`src/verilog/sspi_consts.svh`:
```
// Constants for the synchronous serial port I2C slave core
// What this block does
// - Bytes shift onto the data line most significant bit first.
// - Software reaches six register groups; two sticky event flags report activity.
// - Each bus unit is eight data bits plus one acknowledge bit.
// - After the eighth falling edge the data sender releases SDA for acknowledge.
// - Only the master makes clock pulses; a slave never originates them.
// - SDA changes only while SCL is low; receivers sample on SCL rising.
// - SDA changing while SCL is high is a bus condition, not data.
// - With I2C mode and port enable, both pins are open-drain.
// - Pin output data is fixed at zero; lines rise only by release.
// - Long hold select keeps SDA valid 300 ns after SCL falls.
// - A master starts, clocks and ends transfers; slaves are addressed.
// - Arbitration leaves one master in control, its message uncorrupted.
// - Masters synchronise their clocks through the shared clock line.
// - Bus is idle when no master controls it and both lines high.
// - Slave recognises its address when it equals the own address value.
// - Matching address with read/write clear is a write request.
// - Read request: slave supplies bytes until the master withholds acknowledge, or until repeated start or stop.
// - Any device may hold SCL low; others wait for its release.
// - Flag a bus collision when SDA reads low while driving high.
`ifndef SSPI_CONSTS_SVH
`define SSPI_CONSTS_SVH
`define SSPI_CLK_NS        10
`define SSPI_HOLD_SHORT_NS 100
`define SSPI_HOLD_LONG_NS  300
`define SSPI_HOLD_W        5
`define SSPI_HOLD_SHORT_CYC ((`SSPI_HOLD_SHORT_NS + `SSPI_CLK_NS - 1) / `SSPI_CLK_NS)
`define SSPI_HOLD_LONG_CYC  ((`SSPI_HOLD_LONG_NS + `SSPI_CLK_NS - 1) / `SSPI_CLK_NS)
`define SSPI_ACK_CNT       4'h8
`define SSPI_LAST_CNT      4'h9
`endif

```
`src/verilog/sspi_pkg.sv`:
```
// Types for the synchronous serial port I2C slave core
`include "sspi_consts.svh"
package sspi_pkg;
	typedef enum logic [2:0] {ST_IDLE, ST_ADDR, ST_RX, ST_TX, ST_WAIT} sspi_state_e;
	typedef struct packed {
		sspi_state_e             state;
		logic                    scl_m, scl_s, scl_p;
		logic                    sda_m, sda_s, sda_p;
		logic [3:0]              cnt;
		logic [7:0]              sh;
		logic                    rw, mack;
		logic [`SSPI_HOLD_W-1:0] hold;
		logic                    pend, sda_oe, scl_oe, loaded;
		logic                    tx_full;
		logic [7:0]              tx_buf, rx_data;
		logic                    rx_valid, write_req, read_req, addressed;
		logic                    ev_flag, col_flag, idle, bus_free, pin_o;
	} sspi_state_s;
endpackage

```
`src/verilog/sspi_core.sv`:
```
// Synchronous serial port I2C slave core with stretching and collision check
`timescale 1ns/100ps
`include "sspi_consts.svh"
module sspi_core (
	input  wire logic       mclk_in,
	input  wire logic       rst_in,
	input  wire logic       scl_in,
	input  wire logic       sda_in,
	input  wire logic       i2c_mode_in,
	input  wire logic       port_enable_bit_in,
	input  wire logic       long_hold_select_in,
	input  wire logic [6:0] own_address_in,
	input  wire logic [7:0] tx_data_in,
	input  wire logic       tx_load_in,
	input  wire logic       ev_clear_in,
	input  wire logic       col_clear_in,
	output logic            scl_out,
	output logic            scl_oe_out,
	output logic            sda_out,
	output logic            sda_oe_out,
	output logic [7:0]      rx_data_out,
	output logic            rx_valid_out,
	output logic            write_req_out,
	output logic            read_req_out,
	output logic            addressed_out,
	output logic            tx_full_out,
	output logic            ev_flag_out,
	output logic            col_flag_out,
	output logic            bus_idle_out
);
	localparam logic [`SSPI_HOLD_W-1:0] HOLD_S = `SSPI_HOLD_W'(`SSPI_HOLD_SHORT_CYC);
	localparam logic [`SSPI_HOLD_W-1:0] HOLD_L = `SSPI_HOLD_W'(`SSPI_HOLD_LONG_CYC);

	// Refuse a hold count that the hold counter cannot reach
	if (`SSPI_HOLD_LONG_CYC >= (1 << `SSPI_HOLD_W)) begin : g_hold_check
		$error("hold counter too narrow for the long hold");
	end

	sspi_pkg::sspi_state_s r_reg;
	sspi_pkg::sspi_state_s r_next;

	logic                    en;
	logic                    rise;
	logic                    fall;
	logic                    start;
	logic                    stop;
	logic                    collide;
	logic [`SSPI_HOLD_W-1:0] hold_cyc;

	// Bus edges and conditions from the synchronised pins
	assign en       = i2c_mode_in & port_enable_bit_in;
	assign rise     = r_reg.scl_s & ~r_reg.scl_p;
	assign fall     = ~r_reg.scl_s & r_reg.scl_p;
	assign start    = r_reg.scl_s & r_reg.scl_p & r_reg.sda_p & ~r_reg.sda_s;
	assign stop     = r_reg.scl_s & r_reg.scl_p & ~r_reg.sda_p & r_reg.sda_s;
	assign hold_cyc = long_hold_select_in ? HOLD_L : HOLD_S;
	assign collide  = rise && r_reg.state == sspi_pkg::ST_TX && r_reg.cnt < `SSPI_ACK_CNT
		&& !r_reg.sda_oe && !r_reg.sda_s;

	// Next state of the whole core
	always_comb begin
		logic ev_set;
		ev_set = 1'b0;
		r_next = r_reg;
		r_next.scl_m = scl_in;
		r_next.scl_s = r_reg.scl_m;
		r_next.scl_p = r_reg.scl_s;
		r_next.sda_m = sda_in;
		r_next.sda_s = r_reg.sda_m;
		r_next.sda_p = r_reg.sda_s;
		r_next.rx_valid = 1'b0;
		r_next.pin_o = 1'b0;
		// Delayed data change keeps SDA valid after the clock falls
		if (r_reg.hold != '0) begin
			r_next.hold = r_reg.hold - 1'b1;
			if (r_reg.hold == `SSPI_HOLD_W'(1))
				r_next.sda_oe = r_reg.pend;
		end
		// Hold SCL low until a byte to send is present
		if (r_reg.scl_oe) begin
			if (!r_reg.loaded && r_reg.tx_full && r_reg.hold == '0) begin
				r_next.sh = r_reg.tx_buf;
				r_next.sda_oe = ~r_reg.tx_buf[7];
				r_next.loaded = 1'b1;
				r_next.tx_full = 1'b0;
			end else if (r_reg.loaded) begin
				r_next.scl_oe = 1'b0;
			end
		end
		if (!en) begin
			r_next.state = sspi_pkg::ST_IDLE;
			r_next.sda_oe = 1'b0;
			r_next.scl_oe = 1'b0;
			r_next.hold = '0;
			r_next.cnt = '0;
			r_next.idle = 1'b1;
		end else if (start) begin
			r_next.state = sspi_pkg::ST_ADDR;
			r_next.cnt = '0;
			r_next.sda_oe = 1'b0;
			r_next.scl_oe = 1'b0;
			r_next.hold = '0;
			r_next.idle = 1'b0;
			r_next.write_req = 1'b0;
			r_next.read_req = 1'b0;
		end else if (stop) begin
			r_next.state = sspi_pkg::ST_IDLE;
			r_next.sda_oe = 1'b0;
			r_next.scl_oe = 1'b0;
			r_next.hold = '0;
			r_next.idle = 1'b1;
			r_next.write_req = 1'b0;
			r_next.read_req = 1'b0;
		end else if (collide) begin
			r_next.state = sspi_pkg::ST_WAIT;
			r_next.sda_oe = 1'b0;
			r_next.hold = '0;
		end else if (rise && r_reg.state != sspi_pkg::ST_IDLE
				&& r_reg.state != sspi_pkg::ST_WAIT) begin
			r_next.cnt = r_reg.cnt + 1'b1;
			if (r_reg.cnt < `SSPI_ACK_CNT) begin
				if (r_reg.state != sspi_pkg::ST_TX)
					r_next.sh = {r_reg.sh[6:0], r_reg.sda_s};
			end else begin
				r_next.mack = ~r_reg.sda_s;
			end
		end else if (fall && r_reg.state != sspi_pkg::ST_IDLE
				&& r_reg.state != sspi_pkg::ST_WAIT) begin
			r_next.hold = hold_cyc;
			if (r_reg.cnt == `SSPI_ACK_CNT) begin
				case (r_reg.state)
					sspi_pkg::ST_ADDR: begin
						if (r_reg.sh[7:1] == own_address_in) begin
							r_next.rw = r_reg.sh[0];
							r_next.write_req = ~r_reg.sh[0];
							r_next.read_req = r_reg.sh[0];
							r_next.pend = 1'b1;
							ev_set = 1'b1;
						end else begin
							r_next.state = sspi_pkg::ST_WAIT;
							r_next.pend = 1'b0;
						end
					end
					sspi_pkg::ST_RX: begin
						r_next.rx_data = r_reg.sh;
						r_next.rx_valid = 1'b1;
						r_next.pend = 1'b1;
						ev_set = 1'b1;
					end
					default: r_next.pend = 1'b0;
				endcase
			end else if (r_reg.cnt == `SSPI_LAST_CNT) begin
				r_next.cnt = '0;
				r_next.pend = 1'b0;
				case (r_reg.state)
					sspi_pkg::ST_ADDR: begin
						r_next.state = r_reg.rw ? sspi_pkg::ST_TX : sspi_pkg::ST_RX;
						r_next.scl_oe = r_reg.rw;
						r_next.loaded = 1'b0;
					end
					sspi_pkg::ST_TX: begin
						if (r_reg.mack) begin
							r_next.scl_oe = 1'b1;
							r_next.loaded = 1'b0;
							ev_set = 1'b1;
						end else begin
							r_next.state = sspi_pkg::ST_WAIT;
						end
					end
					default: r_next.state = r_reg.state;
				endcase
			end else if (r_reg.state == sspi_pkg::ST_TX) begin
				r_next.sh = {r_reg.sh[6:0], 1'b0};
				r_next.pend = ~r_reg.sh[6];
			end else begin
				r_next.hold = '0;
			end
		end
		// Software load of the next byte, set wins over consume
		if (tx_load_in) begin
			r_next.tx_full = 1'b1;
			r_next.tx_buf = tx_data_in;
		end
		r_next.ev_flag = (r_reg.ev_flag & ~ev_clear_in) | ev_set;
		r_next.col_flag = (r_reg.col_flag & ~col_clear_in) | (en & collide);
		r_next.addressed = r_next.state == sspi_pkg::ST_RX
			|| r_next.state == sspi_pkg::ST_TX;
		r_next.bus_free = r_next.idle & r_reg.scl_s & r_reg.sda_s;
	end

	// State register
	always_ff @(posedge mclk_in or posedge rst_in) begin
		if (rst_in) begin
			r_reg <= '0;
			r_reg.state <= sspi_pkg::ST_IDLE;
			r_reg.idle <= 1'b1;
			r_reg.scl_m <= 1'b1; // Idle line level, so no false edge follows reset
			r_reg.scl_s <= 1'b1;
			r_reg.scl_p <= 1'b1;
			r_reg.sda_m <= 1'b1;
			r_reg.sda_s <= 1'b1;
			r_reg.sda_p <= 1'b1;
		end else begin
			r_reg <= r_next;
		end
	end

	// Outputs straight from the state register
	assign scl_out       = r_reg.pin_o;
	assign scl_oe_out    = r_reg.scl_oe;
	assign sda_out       = r_reg.pin_o;
	assign sda_oe_out    = r_reg.sda_oe;
	assign rx_data_out   = r_reg.rx_data;
	assign rx_valid_out  = r_reg.rx_valid;
	assign write_req_out = r_reg.write_req;
	assign read_req_out  = r_reg.read_req;
	assign addressed_out = r_reg.addressed;
	assign tx_full_out   = r_reg.tx_full;
	assign ev_flag_out   = r_reg.ev_flag;
	assign col_flag_out  = r_reg.col_flag;
	assign bus_idle_out  = r_reg.bus_free;
endmodule

```
`config.mk`:
```
export PLATFORM = sky130hd
export DESIGN_NAME = sspi_core
export DESIGN_NICKNAME = d
export VERILOG_FILES = /design/src/verilog/sspi_pkg.sv /design/src/verilog/sspi_core.sv
export VERILOG_INCLUDE_DIRS = /design/src /design/src/verilog
export SDC_FILE = /design/constraint.sdc
export NUM_CORES = 1
export LEC_CHECK = 0
export ABC_AREA = 1
export BUFFER_PORTS_ARGS = -buffer_cell sky130_fd_sc_hd__buf_2
export CAP_MARGIN = 20
export CORE_MARGIN = 2
export CORE_UTILIZATION = 46
export DETAILED_ROUTE_END_ITERATION = 8
export PLACE_DENSITY_LB_ADDON = 0.1
export SLEW_MARGIN = 10
export SYNTH_ARGS = -nofsm -noshare
export SYNTH_HDL_FRONTEND = slang
export SYNTH_SLANG_ARGS = --single-unit
```
`constraint.sdc`:
```
create_clock -name mclk_in -period 3.3 [get_ports mclk_in]
set_input_delay 0.66 -clock mclk_in [delete_from_list [all_inputs] [get_ports mclk_in]]
set_output_delay 0.66 -clock mclk_in [all_outputs]
set_load 0.02 [all_outputs]
```
==> flow_summary.json <==
{
  "utilization_pct": 54.55,
  "routed_wl_mm": 6.349,
  "htree_levels": 3,
  "hpwl_mm": 4.725,
  "required_ps": 3510,
  "outcome": "complete, no violations",
  "finalNonFillerCells": 521,
  "viasPerCell": 4.785,
  "syn_area_um2": 3115,
  "synth_simple_gate_area_share_pct": 29.92,
  "clk_latency_ps": 330,
  "wl_per_cell_um": 12.19,
  "synth_top_family_by_area": "simple AND/OR/NAND/NOR gates",
  "period_share_pct": 58.02,
  "slew_headroom_pct": 59.22,
  "cts_tree": "yes",
  "cts_hold_buf": 0,
  "fmax_mhz": 522.2,
  "cts_max_path_buffers": 2,
  "diodes": 0,
  "power.density_nw_per_um2": 500.4,
  "grt_start_max_net_pins": 39,
  "synth_commonest_cells": "126 x nand2_1, 58 x inv_1, 50 x dfrtp_1",
  "busiest_layer": "met2",
  "finalInstanceArea_um2": 3523,
  "netlist.area_leader.share_pct": 40.16,
  "drtIter0Drc": 129,
  "path_class": "flip-flop to flip-flop",
  "nFillCells": 633,
  "setup_viol": 0,
  "die_area_um2": 7447,
  "floorplan.initialDensity_pct": 48.24,
  "seq_area_frac_synth_pct": 46.06,
  "regArea_um2": 1435,
  "gp_congestion": 0.8377,
  "largest_register_ff_count": 35,
  "rsz0062_at_grt": "no",
  "hold_class": "primary input to asynchronous set/reset pin",
  "num_rows": 29,
  "postCtsSetupRepairBufs": 0,
  "drv_cap": 0,
  "avgSynthCellArea_um2": 7.828,
  "synthFlopType": "dfrtp_1",
  "synth_compound_area_share_pct": 9.398,
  "async_reset_ff_share_pct": 100.0,
  "place_area_um2": 3327,
  "die_w_um": 86.30,
  "fin_tns_setup_ps": 0,
  "use_met2_pct": 27.91,
  "io_pins": 45,
  "netlist_instances": 398,
  "worstMarginPinSlew_ps": 607.0,
  "synth_cell_types": 33,
  "synthMuxAreaShare_pct": 0,
  "design_power_total_mw": 1.763,
  "synth-xor-area-share_pct": 1.687,
  "grtUsageMet3_pct": 4.571,
  "crit_arrival_ps": 2120,
  "synth_area_leader_cell": "dfrtp_1",
  "end_kind": "flip-flop",
  "start_kind": "flip-flop",
  "min_period_ps": 1915,
  "met1_usage_pct": 27.31,
  "hold_violations": 0,
  "ir_drop_mv": 0.4184,
  "yosysWarnings": 0,
  "track_usage_pct": 18.74,
  "worstPathMaxFanout": 16,
  "reg2reg_depth": 9,
  "ys_ff_latch": 57,
  "clkSlewWorstSetupHoldPaths_ps": 70,
  "areaGrowthSynthToFinish_pct": 13.09,
  "die_y_um": 86.30,
  "cts_buffers": 9,
  "slew_viol_final": 0,
  "total_leakage_power_nw": 1.875,
  "yosysMostFrequentCell": "nand2_1",
  "dr.pass1.iters": 4,
  "vias": 2493,
  "place_inst": 505,
  "antenna_found_initial": 0,
  "grt_pass1_wl_mm": 10.87,
  "nets": 470,
  "synth_area_leaders": "dfrtp_1 40%, nand2_1 15%, inv_1 7.0%",
  "root_buffer": "clkbuf_8",
  "io_buffers": 42,
  "ant_nets": 0,
  "skew_ps": 7.541,
  "drc": 0,
  "synthAdderAreaFrac_pct": 2.410,
  "core_um2": 6459,
  "multi_input_comb_area_um2": 1360,
  "grt_pass1_vias": 2303,
  "cts_resized": 0,
  "final_layout_size_suffix_gt1_share_pct": 20.95,
  "synth_edf_count": 0,
  "cts.sinks": 57,
  "overflow": 0
}
[worst max-delay path: stages, from the launching register on]
cell and delay, ps:
dfrtp_1 430, inv_1 90, ha_1 180, nand3_1 170, inv_1 160, nand2_4 90
nor2_2 190, nand2_2 260, nand2_1 160, o21ai_2 60
[final cells by class]
cell class / instances / share of cell area (%)
repair buffers: 43 / 6.179
inverters: 58 / 6.179
multi-input cells: 270 / 38.60
well taps: 77 / 2.734
flip-flops and latches: 57 / 40.73
clock buffers: 11 / 4.013
clock inverters: 5 / 1.562
[cells in the final DEF, fill, tap and decap left out, drive strengths merged, types with 4 or more instances in the layout]
master / Yosys / layout
nand2: 132 / 132
inv: 58 / 58
nor3: 4 / 4
nand3: 27 / 27
dfrtp: 50 / 50
ha: 6 / 6
clkbuf: 1 / 11
dfstp: 7 / 7
nor2: 38 / 38
o21ai: 33 / 33
buf: 13 / 43
a21oi: 12 / 12
xor2: 4 / 4
[cell families (layout without fill, tap and decap cells)]
logic type                 count (synthesis)  count (layout)
AOI/OAI and AO/OA                         50              50
xor gates and xnor gates                   6               6
adders and majority gates                  6               6
buffers and inverters                     72             117
DFF                                       57              57
other                                      1               2
and+or+nand+nor                          206             206
[metrics by stage]
step                      worst slack (ps)  hold slack, ps
after detailed placement              1329           354.2
after floorplan                       1252           345.2
after CTS                             1391           324.2
after global placement                1385           345.7
after global routing                  1214           352.0
final                                 1385           324.7
[final timing paths]
path	from	end	slack, ps
max reg2reg	r_reg[45]	rx_data_out[6]	1390
min in group mclk_in	r_next[53]	r_next[52]	360
min reg2reg	r_next[53]	r_next[52]	360
max	r_reg[45]	rx_data_out[6]	1390
max in group asynchronous	rst_in	r_reg[43]	2150
min	rst_in	r_reg[48]	320
[metal layers]
layer	vias up	share of wire, %
met2	45	43
met4	0	1.1
met1	1130	52
li1	1311	-
met5	-	0
met3	7	3.9
[where the power goes]
part	switching (mW)	internal, mW	total (mW)
clock network	0.282	0.367	0.648
logic	0.213	0.132	0.345
registers	0.0300	0.740	0.770
total	0.525	1.24	1.76
No activity file was read; power rests on OpenSTA's default activity.
